## src/hdl/cps_pkg.sv

```systemverilog
// Constants for the core status, pointer and power-control register group.
// Assumes a byte-wide special-function register space driven by the core.
package cps_pkg;

   // ------------------------------------------------------------
   // Widths
   // ------------------------------------------------------------
   localparam int unsigned ADDR_W = 8;
   localparam int unsigned DATA_W = 8;
   localparam int unsigned PTR_W  = 24;

   // ------------------------------------------------------------
   // Register addresses
   // ------------------------------------------------------------
   localparam logic [7:0] OFS_POWER_CTRL = 8'h87;
   localparam logic [7:0] OFS_STATUS     = 8'hD0;
   localparam logic [7:0] OFS_PTR_LOW    = 8'h82;
   localparam logic [7:0] OFS_PTR_HIGH   = 8'h83;
   localparam logic [7:0] OFS_PTR_PAGE   = 8'h84;

   // Bit addresses of the status word share its upper five bits
   localparam logic [4:0] BIT_BASE_STATUS = 5'h1A;

   // ------------------------------------------------------------
   // Reset and read values
   // ------------------------------------------------------------
   localparam logic [7:0] RST_POWER_CTRL = 8'h00;
   localparam logic [7:0] RST_STATUS     = 8'h00;
   localparam logic [7:0] RST_PTR_BYTE   = 8'h00;
   localparam logic [7:0] UNMAPPED_READ  = 8'h00;

   // ------------------------------------------------------------
   // Status word fields
   // ------------------------------------------------------------
   localparam int unsigned ST_CARRY  = 7;
   localparam int unsigned ST_HALF   = 6;
   localparam int unsigned ST_UF0    = 5;
   localparam int unsigned ST_BANK_H = 4;
   localparam int unsigned ST_BANK_L = 3;
   localparam int unsigned ST_EXCESS = 2;
   localparam int unsigned ST_UF1    = 1;
   localparam int unsigned ST_PARITY = 0;

   // ------------------------------------------------------------
   // Power-control fields
   // ------------------------------------------------------------
   localparam int unsigned PC_RATE2  = 7;
   localparam int unsigned PC_SERWK  = 6;
   localparam int unsigned PC_IRQ0WK = 5;
   localparam int unsigned PC_STBOFF = 4;
   localparam int unsigned PC_SPARE1 = 3;
   localparam int unsigned PC_SPARE0 = 2;
   localparam int unsigned PC_PDOWN  = 1;
   localparam int unsigned PC_SLEEP  = 0;

   // ------------------------------------------------------------
   // Working banks and strobe timing
   // ------------------------------------------------------------
   localparam int unsigned BANK_SHIFT    = 3;   // Eight registers a bank
   localparam logic [2:0]  STROBE_PERIOD = 3'h6; // Oscillator periods
   localparam logic [2:0]  STROBE_LAST   = 3'h5;
   localparam logic [2:0]  STROBE_FIRST  = 3'h0;

endpackage

```

## src/hdl/cps_ptr_if.sv

```systemverilog
// Carrier between the register decoder and the data pointer store.
// Assumes both ends share the single core clock.
`timescale 1ns/1ps
`default_nettype none

interface cps_ptr_if;
   logic       wr_page;
   logic       wr_high;
   logic       wr_low;
   logic [7:0] wdata;
   logic       inc;
   logic [7:0] page;
   logic [7:0] high;
   logic [7:0] low;

   modport ctrl
   (
      output wr_page,
      output wr_high,
      output wr_low,
      output wdata,
      output inc,
      input  page,
      input  high,
      input  low
   );

   modport store
   (
      input  wr_page,
      input  wr_high,
      input  wr_low,
      input  wdata,
      input  inc,
      output page,
      output high,
      output low
   );
endinterface

`default_nettype wire

```

## src/hdl/cps_pointer.sv

```systemverilog
// Three-byte data pointer with a 24-bit increment.
// Assumes write strobes and increment come from the decoder, one clock.
`timescale 1ns/1ps
`default_nettype none

module cps_pointer
(
   input  wire logic  clock,
   input  wire logic  rst_n,
   cps_ptr_if.store   dp
);

   logic [23:0] next_ptr;

   // ------------------------------------------------------------
   // Increment then byte writes
   // ------------------------------------------------------------
   // full carry chain
   always_comb
   begin
      next_ptr = {dp.page, dp.high, dp.low};
      if (dp.inc)
      begin
         next_ptr = next_ptr + 24'h000001;
      end
   end

   // separate byte access; a same-cycle write beats the increment
   always_ff @(posedge clock or negedge rst_n)
   begin
      if (!rst_n)
      begin
         dp.page <= cps_pkg::RST_PTR_BYTE;
         dp.high <= cps_pkg::RST_PTR_BYTE;
         dp.low  <= cps_pkg::RST_PTR_BYTE;
      end
      else
      begin
         dp.page <= dp.wr_page ? dp.wdata : next_ptr[23:16];
         dp.high <= dp.wr_high ? dp.wdata : next_ptr[15:8];
         dp.low  <= dp.wr_low  ? dp.wdata : next_ptr[7:0];
      end
   end

endmodule

`default_nettype wire

```

## src/hdl/cps_regs.sv

```systemverilog
// Core status word, data pointer and power-control registers.
// Assumes a synchronous core-side register port on one 20 MHz clock.
//
// Contract
// Pointer as three bytes or 16-bit pair
// Pointer increment carries into page byte
// Status word at D0, reset zero, bit-addressable
// Status word field layout and bank codes
// Power control at 87, reset zero, byte-only
// Power control field layout and meanings
// All these registers live in register space
// Unoccupied addresses: no storage, undefined read
// Software never touches reserved addresses
// Bank select picks working register bank
// Latch strobe every six periods, bit stops
// Parity tracks accumulator, writes ignored
`timescale 1ns/1ps
`default_nettype none

module cps_regs
(
   input  wire logic        clock,
   input  wire logic        rst_n,
   input  wire logic [7:0]  sfr_addr,
   input  wire logic        sfr_wr,
   input  wire logic [7:0]  sfr_wdata,
   input  wire logic        sfr_rd,
   output var  logic [7:0]  sfr_rdata,
   output var  logic        sfr_hit,
   input  wire logic        bit_wr,
   input  wire logic [7:0]  bit_addr,
   input  wire logic        bit_wdata,
   input  wire logic [7:0]  acc_value,
   input  wire logic        alu_flag_we,
   input  wire logic        alu_carry,
   input  wire logic        alu_half_carry,
   input  wire logic        alu_excess,
   input  wire logic        ptr_inc,
   input  wire logic        ext_data_access,
   output var  logic [23:0] pointer_24,
   output var  logic [15:0] pointer_16,
   output var  logic [4:0]  work_bank_base,
   output var  logic        uart_rate_double,
   output var  logic        serial_wake_irq_en,
   output var  logic        ext_irq0_wake_en,
   output var  logic        latch_strobe_off,
   output var  logic        spare_flag_one,
   output var  logic        spare_flag_zero,
   output var  logic        power_down_enable,
   output var  logic        sleep_core_enable,
   output var  logic        latch_strobe
);

   // ------------------------------------------------------------
   // Storage and decode
   // ------------------------------------------------------------
   logic [7:0] cpu_status_word;
   logic [7:0] power_ctrl_reg;
   logic [7:0] next_status;
   logic [7:0] next_rdata;
   logic       next_hit;
   logic       hit_status;
   logic       hit_power;
   logic       hit_page;
   logic       hit_high;
   logic       hit_low;
   logic       bit_hit_status;
   logic [2:0] bit_sel;

   cps_ptr_if dp ();

   // R7 register space decode
   assign hit_status = (sfr_addr == cps_pkg::OFS_STATUS);
   assign hit_power  = (sfr_addr == cps_pkg::OFS_POWER_CTRL);
   assign hit_page   = (sfr_addr == cps_pkg::OFS_PTR_PAGE);
   assign hit_high   = (sfr_addr == cps_pkg::OFS_PTR_HIGH);
   assign hit_low    = (sfr_addr == cps_pkg::OFS_PTR_LOW);

   // bit addresses of the status word
   assign bit_hit_status = (bit_addr[7:3] == cps_pkg::BIT_BASE_STATUS);
   assign bit_sel        = bit_addr[2:0];

   // ------------------------------------------------------------
   // Data pointer
   // ------------------------------------------------------------
   // byte write strobes to the pointer store
   assign dp.wr_page = sfr_wr && hit_page;
   assign dp.wr_high = sfr_wr && hit_high;
   assign dp.wr_low  = sfr_wr && hit_low;
   assign dp.wdata   = sfr_wdata;
   // increment of the pair reaches the page byte
   assign dp.inc     = ptr_inc;

   cps_pointer u_pointer
   (
      .clock (clock),
      .rst_n (rst_n),
      .dp    (dp.store)
   );

   // pair and full address straight from the byte flops
   assign pointer_16 = {dp.high, dp.low};
   assign pointer_24 = {dp.page, dp.high, dp.low};

   // ------------------------------------------------------------
   // Status word next value
   // ------------------------------------------------------------
   // Order: byte write, then bit write, then ALU flags, then parity.
   // ALU results win over software so a flag event is never lost.
   always_comb
   begin
      next_status = cpu_status_word;
      // whole-byte write
      if (sfr_wr && hit_status)
      begin
         next_status = sfr_wdata;
      end
      // single bit write
      if (bit_wr && bit_hit_status)
      begin
         next_status[bit_sel] = bit_wdata;
      end
      // carry, half carry and excess from the ALU
      if (alu_flag_we)
      begin
         next_status[cps_pkg::ST_CARRY]  = alu_carry;
         next_status[cps_pkg::ST_HALF]   = alu_half_carry;
         next_status[cps_pkg::ST_EXCESS] = alu_excess;
      end
      // parity always follows the accumulator
      next_status[cps_pkg::ST_PARITY] = ^acc_value;
   end

   // status word reset to zero
   always_ff @(posedge clock or negedge rst_n)
   begin
      if (!rst_n)
         cpu_status_word <= cps_pkg::RST_STATUS;
      else
         cpu_status_word <= next_status;
   end

   // ------------------------------------------------------------
   // Working bank base
   // ------------------------------------------------------------
   // bank select times eight, in step with the status word
   always_ff @(posedge clock or negedge rst_n)
   begin
      if (!rst_n)
         work_bank_base <= 5'h00;
      else
         work_bank_base <= {next_status[cps_pkg::ST_BANK_H],
                            next_status[cps_pkg::ST_BANK_L], 3'h0};
   end

   // ------------------------------------------------------------
   // Power control
   // ------------------------------------------------------------
   // byte-only; bit writes never reach this register
   always_ff @(posedge clock or negedge rst_n)
   begin
      if (!rst_n)
         power_ctrl_reg <= cps_pkg::RST_POWER_CTRL;
      else if (sfr_wr && hit_power)
         power_ctrl_reg <= sfr_wdata;
   end

   // field outputs straight from the register
   assign uart_rate_double   = power_ctrl_reg[cps_pkg::PC_RATE2];
   assign serial_wake_irq_en = power_ctrl_reg[cps_pkg::PC_SERWK];
   assign ext_irq0_wake_en   = power_ctrl_reg[cps_pkg::PC_IRQ0WK];
   assign latch_strobe_off   = power_ctrl_reg[cps_pkg::PC_STBOFF];
   assign spare_flag_one     = power_ctrl_reg[cps_pkg::PC_SPARE1];
   assign spare_flag_zero    = power_ctrl_reg[cps_pkg::PC_SPARE0];
   assign power_down_enable  = power_ctrl_reg[cps_pkg::PC_PDOWN];
   assign sleep_core_enable  = power_ctrl_reg[cps_pkg::PC_SLEEP];

   // ------------------------------------------------------------
   // Address latch strobe
   // ------------------------------------------------------------
   // stopped by the power-control bit or a data access
   cps_strobe_gen u_strobe
   (
      .clock      (clock),
      .rst_n      (rst_n),
      .strobe_off (power_ctrl_reg[cps_pkg::PC_STBOFF]),
      .hold_off   (ext_data_access),
      .strobe     (latch_strobe)
   );

   // ------------------------------------------------------------
   // Read path
   // ------------------------------------------------------------
   // unoccupied addresses read a fixed filler and flag no hit
   always_comb
   begin
      next_rdata = cps_pkg::UNMAPPED_READ;
      next_hit   = 1'b1;
      case (sfr_addr)
         cps_pkg::OFS_STATUS:     next_rdata = cpu_status_word;
         cps_pkg::OFS_POWER_CTRL: next_rdata = power_ctrl_reg;
         cps_pkg::OFS_PTR_PAGE:   next_rdata = dp.page;
         cps_pkg::OFS_PTR_HIGH:   next_rdata = dp.high;
         cps_pkg::OFS_PTR_LOW:    next_rdata = dp.low;
         default:                 next_hit   = 1'b0;
      endcase
   end

   // Registered answer one clock after the read strobe; holds otherwise
   always_ff @(posedge clock or negedge rst_n)
   begin
      if (!rst_n)
      begin
         sfr_rdata <= cps_pkg::UNMAPPED_READ;
         sfr_hit   <= 1'b0;
      end
      else if (sfr_rd)
      begin
         sfr_rdata <= next_rdata;
         sfr_hit   <= next_hit;
      end
   end

endmodule

`default_nettype wire

```

## src/hdl/cps_strobe_gen.sv

```systemverilog
// Address latch strobe generator, one pulse per six clocks.
// Assumes the clock stands for the oscillator period.
`timescale 1ns/1ps
`default_nettype none

module cps_strobe_gen
(
   input  wire logic clock,
   input  wire logic rst_n,
   input  wire logic strobe_off,
   input  wire logic hold_off,
   output var  logic strobe
);

   logic [2:0] phase;

   // ------------------------------------------------------------
   // Free-running phase counter
   // ------------------------------------------------------------
   // Counter keeps running while disabled so re-enable stays in step
   always_ff @(posedge clock or negedge rst_n)
   begin
      if (!rst_n)
         phase <= cps_pkg::STROBE_FIRST;
      else if (phase == cps_pkg::STROBE_LAST)
         phase <= cps_pkg::STROBE_FIRST;
      else
         phase <= phase + 3'h1;
   end

   // pulse unless disabled
   always_ff @(posedge clock or negedge rst_n)
   begin
      if (!rst_n)
         strobe <= 1'b0;
      else
         strobe <= (phase == cps_pkg::STROBE_LAST) && !strobe_off
                   && !hold_off;
   end

endmodule

`default_nettype wire

```

## config.mk

```make
export PLATFORM = sky130hd
export DESIGN_NAME = cps_regs
export DESIGN_NICKNAME = d
export VERILOG_FILES = /design/src/hdl/cps_pkg.sv /design/src/hdl/cps_ptr_if.sv /design/src/hdl/cps_pointer.sv /design/src/hdl/cps_regs.sv /design/src/hdl/cps_strobe_gen.sv
export SDC_FILE = /design/constraint.sdc
export NUM_CORES = 1
export LEC_CHECK = 0
export ABC_AREA = 1
export BUFFER_PORTS_ARGS = -buffer_cell sky130_fd_sc_hd__buf_2
export CORE_MARGIN = 10
export CORE_UTILIZATION = 55
export CTS_CLUSTER_DIAMETER = 80
export DETAILED_ROUTE_END_ITERATION = 8
export GPL_ROUTABILITY_DRIVEN = 0
export PLACE_DENSITY = 0.84
export SLEW_MARGIN = 20
export SYNTH_ARGS = -nofsm -noshare
export SYNTH_HDL_FRONTEND = slang
export SYNTH_SLANG_ARGS = --single-unit
```

## constraint.sdc

```tcl
create_clock -name clock -period 3.23 [get_ports clock]
set_input_delay 0.4845 -clock clock [delete_from_list [all_inputs] [get_ports clock]]
set_output_delay 0.4845 -clock clock [all_outputs]
set_load 0.05 [all_outputs]
```

# Word-level counts from Yosys, hierarchy flattened
# Cells that the tools add are included.
# word_totals
in_bits	44
ff_bits	55
output_inout_bits	63
word_cells	51
# classes
n_reduce_logical	16
magnitude_cmp	2
mux	14
n_addsub	2
n_eq_ne	7
# ops
op	count
equality test 8 bit (second input constant)	5
two-way mux 8 bit	5
one-hot mux 8 bit (5 select lines)	1
adder 24 x 1 -> 24 bit (second input constant)	1
two-way mux 24 bit	1
logical AND 1 bit	9
bitwise mux 8 bit	1
parity 8 bit	1
nonzero test 2 bit	3
equality test 5 bit (second input constant)	1
OR reduction 5 bit	1
less-than comparator 3 x 4 -> 1 bit (second input constant)	1
adder 3 x 1 -> 3 bit (second input constant)	1
demux 1 bit (select 3 bit)	1
equality test 3 bit (second input constant)	1
>= comparator 3 x 1 -> 1 bit (second input constant)	1
two-way mux 1 bit	3
two-way mux 3 bit	1
logical NOT 1 bit	2
two-way mux 2 bit	1

# Logic depth before layout (Yosys ltp)
# logic_depth
word_depth	7
depth_mapped	10

# Modules after synthesis
# Synthesis repeated with hierarchy kept, for this count alone.
# hier_totals
hier_cells	523
area_unflattened_um2	3777.4
# modules_own_cells
module	cells_per_inst	area_per_inst_um2	seq_area_each_um2	n_inst
cps_regs	276	2008.2	625.6	1
cps_pointer	229	1612.8	600.6	1
cps_strobe_gen	18	156.4	100.1	1

# Least setup slack after synthesis
# Ideal clock, no wire load.
# synth_path
path_type	register -> register
startpoint	reg u_pointer.dp.low[0]
endpoint	reg u_pointer.dp.page[6]
arrival_ps	1655
setup_time_ps	116
required_time_ps	3114
path_slack_ps	1458
stages_incl_launch_ff	11
path_buffers	0
path_cell_list	dfrtp_1 > ha_1 > inv_1 > nor2_1 > nand2_1 > nor2_1 > nand2_1 > nand2_1 > nand2_1 > nand2_1 > nand2_1
# synth_between
elab_chain_cells	3
# synth_lines
element	line	rtl
from (decl)	cps_ptr_if.sv:37	output low
from (signal assigned)	cps_pointer.sv:35	dp.low <= cps_pkg::RST_PTR_BYTE;
from (signal assigned)	cps_pointer.sv:41	dp.low <= dp.wr_low ? dp.wdata : next_ptr[7:0];
adder 24 x 1 -> 24 bit	cps_pointer.sv:24	next_ptr = next_ptr + 24'h000001;
two-way mux 24 bit	cps_pointer.sv:22	if (dp.inc)
two-way mux 8 bit	cps_pointer.sv:39	dp.page <= dp.wr_page ? dp.wdata : next_ptr[23:16];
to (signal assigned)	cps_pointer.sv:33	dp.page <= cps_pkg::RST_PTR_BYTE;
to (signal assigned)	cps_pointer.sv:39	
to (decl)	cps_ptr_if.sv:35	output page,
# No other way between the ends. The select of a mux whose other input is x is not followed.
# A chain may end at the register's enable or synchronous reset.

# Worst setup path after layout
# layout_path
startpoint	reg u_pointer.dp.low[3]
endpoint	out pointer_16[3]
# layout_rtl
element	line	rtl
to (decl)	cps_regs.sv:41	output var logic [15:0] pointer_16,
# No word-level cell between the ends.

==> impl_metrics.tcl <==
set metrics [dict create \
    rows 30 \
    num-fill-cells 620 \
    area_growth_pct 13.9 \
    insertion_delay_ns 0.31 \
    grtUsageTotal 0.211 \
    rsz0062_at_grt "false" \
    period_minus_slack_ns 1.70 \
    vias 3994 \
    peakVddDrop_mv 0.264 \
    cts.sinks 53 \
    overflow 0 \
    die-height_microns 103 \
    synth_top_family_by_area "simple AND/OR/NAND/NOR gates" \
    postCtsSetupBuffers 0 \
    crit_chain "buf_2" \
    clock_skew_ns 0.00605 \
    synth_commonest_cells "220 x nand2_1, 74 x nand3_1, 63 x inv_1, 53 x dfrtp_1, 48 x nor2_1" \
    ant_nets 0 \
    crit_required_ns 2.75 \
    period_share 0.527 \
    synth_ff_type "dfrtp_1" \
    ff2ff_setup_slack_ns 1.57 \
    cpLargestDelayFamily "flip-flops" \
    clockBufferDepth 2 \
    drc 0 \
    cp.arrival_ns 1.22 \
    synth_warnings 0 \
    synth_compound_gate_area_share 0.0575 \
    clkTransAtPathRegs_ns 0.10 \
    fin_util 0.642 \
    dp_cells 755 \
    synth_xor_area_frac 0.0320 \
    synthMostInstantiatedCell "nand2_1" \
    fin_cells 763 \
    synth.cell_area_sq_um 3830 \
    htree_levels 2 \
    synth-edff-count 0 \
    post_synth_num_cell_types 34 \
    hold_viol 0 \
    die-area_sq_um 10700 \
    p_leak_nw 2.47 \
    rr_endpoint "u_pointer.dp.page[6]$_DFFE_PN0P_" \
    syn_inst 581 \
    fin_tns_setup_ns 0 \
    synth_area_leader_cell "dfrtp_1" \
    slew_headroom 0.540 \
    grt_max_degree 54 \
    muxShareOfSynthArea 0 \
    worst-path-buf-inv 1 \
    r2r_start "u_pointer.dp.low[0]$_DFFE_PN0P_" \
    outcome "completed" \
    slew_viol_final 0 \
    antenna_found_initial 0 \
    cts_buffers 5 \
    async_flop_share 1.00 \
    postCtsHoldBufs 0 \
    grt_pass1_vias 3762 \
    cp_num_cells 1 \
    worstPathMaxFanout 10 \
    finish.net_count 711 \
    dr.pass1.iters 5 \
    tritoncts "built" \
    slowest_stage "dfrtp_1" \
    crit_path_end_kind "primary output" \
    drt_wl_total_microns 11400 \
    dpl.hpwl_microns 8880 \
    setup_viol 0 \
    crit_type "register to primary output" \
    grt_first_pass_wirelength_microns 18000 \
    core_area_sq_um 6790 \
    maxCapViolCount 0 \
    cts-root-buf "clkbuf_8" \
    port_buffers 103 \
    viasPerCell 5.23 \
    first_iter_violations 325 \
    layout-drive-gt1-share 0.223 \
    cts_resized 0 \
    crit_path_end "pointer_16[3]" \
    syn_area_per_cell_sq_um 6.59 \
    slowest_delay_ns 0.56 \
    synth_top_area_frac 0.346 \
    worstRegToRegCells 10 \
    start_util 0.564 \
    min_path_type "input pin to async pin" \
    diodes 0 \
    chipWidth_microns 103 \
    synth_fa_ha_area_frac 0.00327 \
    synthSimpleGateAreaFrac 0.434 \
    routedWlPerCell_microns 14.9 \
    cp-startpoint "u_pointer.dp.low[3]$_DFFE_PN0P_" \
    yosys-top-cells-area "dfrtp_1 35%, nand2_1 22%, nand3_1 9.7%" \
    synth-seq-cells 53 \
    tightest_slew_ns 0.690 \
    ys_seq_area_frac 0.346 \
    crit_path_start_kind "register" \
    pin_count 107 \
    max_clock_freq_mhz 587 \
    power.density_nw_per_um2 575 \
]
[logic make-up (layout without fill, tap and decap cells)]
kind of cell,count (synthesis),in the layout
XOR/XNOR,14,14
adder cells (fa/ha/maj),1,1
other,1,3
buffers and inverters,101,185
AND/OR/NAND/NOR,377,377
flip-flops,53,53
AO/OA/AOI/OAI,34,34
[layout by cell type, fill, tap and decap left out, drive strengths merged, types with 2 or more instances in the layout]
cell type  Yosys  layout
o211ai         4       4
nand2        225     225
clkinv         2       2
nand3         77      77
nor2          58      58
o21ai         21      21
o21bai         3       3
o22ai          2       2
clkinvlp       0       2
buf           28     104
a21oi          4       4
xnor2         10      10
inv           71      71
nor3           4       4
clkbuf         0       6
nand4         11      11
conb           1       3
dfrtp         53      53
xor2           4       4
[final cells by class]
class / count / area (sq um) / share of cell area
Multi-Input combinational cell: 429 / 2030 / 0.465
Sequential cell: 53 / 1330 / 0.304
Timing Repair Buffer: 104 / 523 / 0.120
Inverter: 73 / 274 / 0.0628
Tap cell: 96 / 120 / 0.0275
Clock buffer: 6 / 72.6 / 0.0166
Clock inverter: 2 / 15.0 / 0.00344
[power by group]
part           internal [mW]  total, mW  switching [mW]
registers              0.763      0.956           0.194
clock network          0.153      0.385           0.231
logic                  0.269       1.17           0.897
[worst min-delay path by stage]
stage	endpoint	from	cells past startpoint
2_1_floorplan	cpu_status_word[0]$_DFF_PN0_	rst_n	0
5_1_grt	u_strobe.strobe$_DFF_PN0_	ext_data_access	2
4_1_cts	u_pointer.dp.page[6]$_DFFE_PN0P_	rst_n	2
3_5_place_dp	sfr_rdata[2]$_DFFE_PN0P_	sfr_rdata[2]$_DFFE_PN0P_	2
3_3_place_gp	sfr_rdata[2]$_DFFE_PN0P_	sfr_rdata[2]$_DFFE_PN0P_	2
6_report	u_pointer.dp.page[6]$_DFFE_PN0P_	rst_n	2
[metal layers]
layer | vias to the layer above | GRT usage | part of all wire
met3 | 17 | 0.0458 | 0.12
li1 | 1969 | - | -
met1 | 1805 | 0.269 | 0.39
met4 | 0 | 0.0588 | 0.013
met2 | 203 | 0.353 | 0.48
met5 | - | 0 | 0
[stage by stage]
stage | total power [mW] | hold slack (ns) | worst slack [ns] | cell area (sq um)
2_1_floorplan | 1.89 | 0.189 | 1.46 | 3840
3_3_place_gp | 2.11 | 0.461 | 1.37 | 4270
3_5_place_dp | 2.13 | 0.460 | 1.23 | 4270
4_1_cts | 2.52 | 0.309 | 1.52 | 4360
5_1_grt | 2.63 | 0.316 | 1.35 | 4360
6_report | 2.51 | 0.281 | 1.53 | 4360
Power figures use the tool's default switching activity.
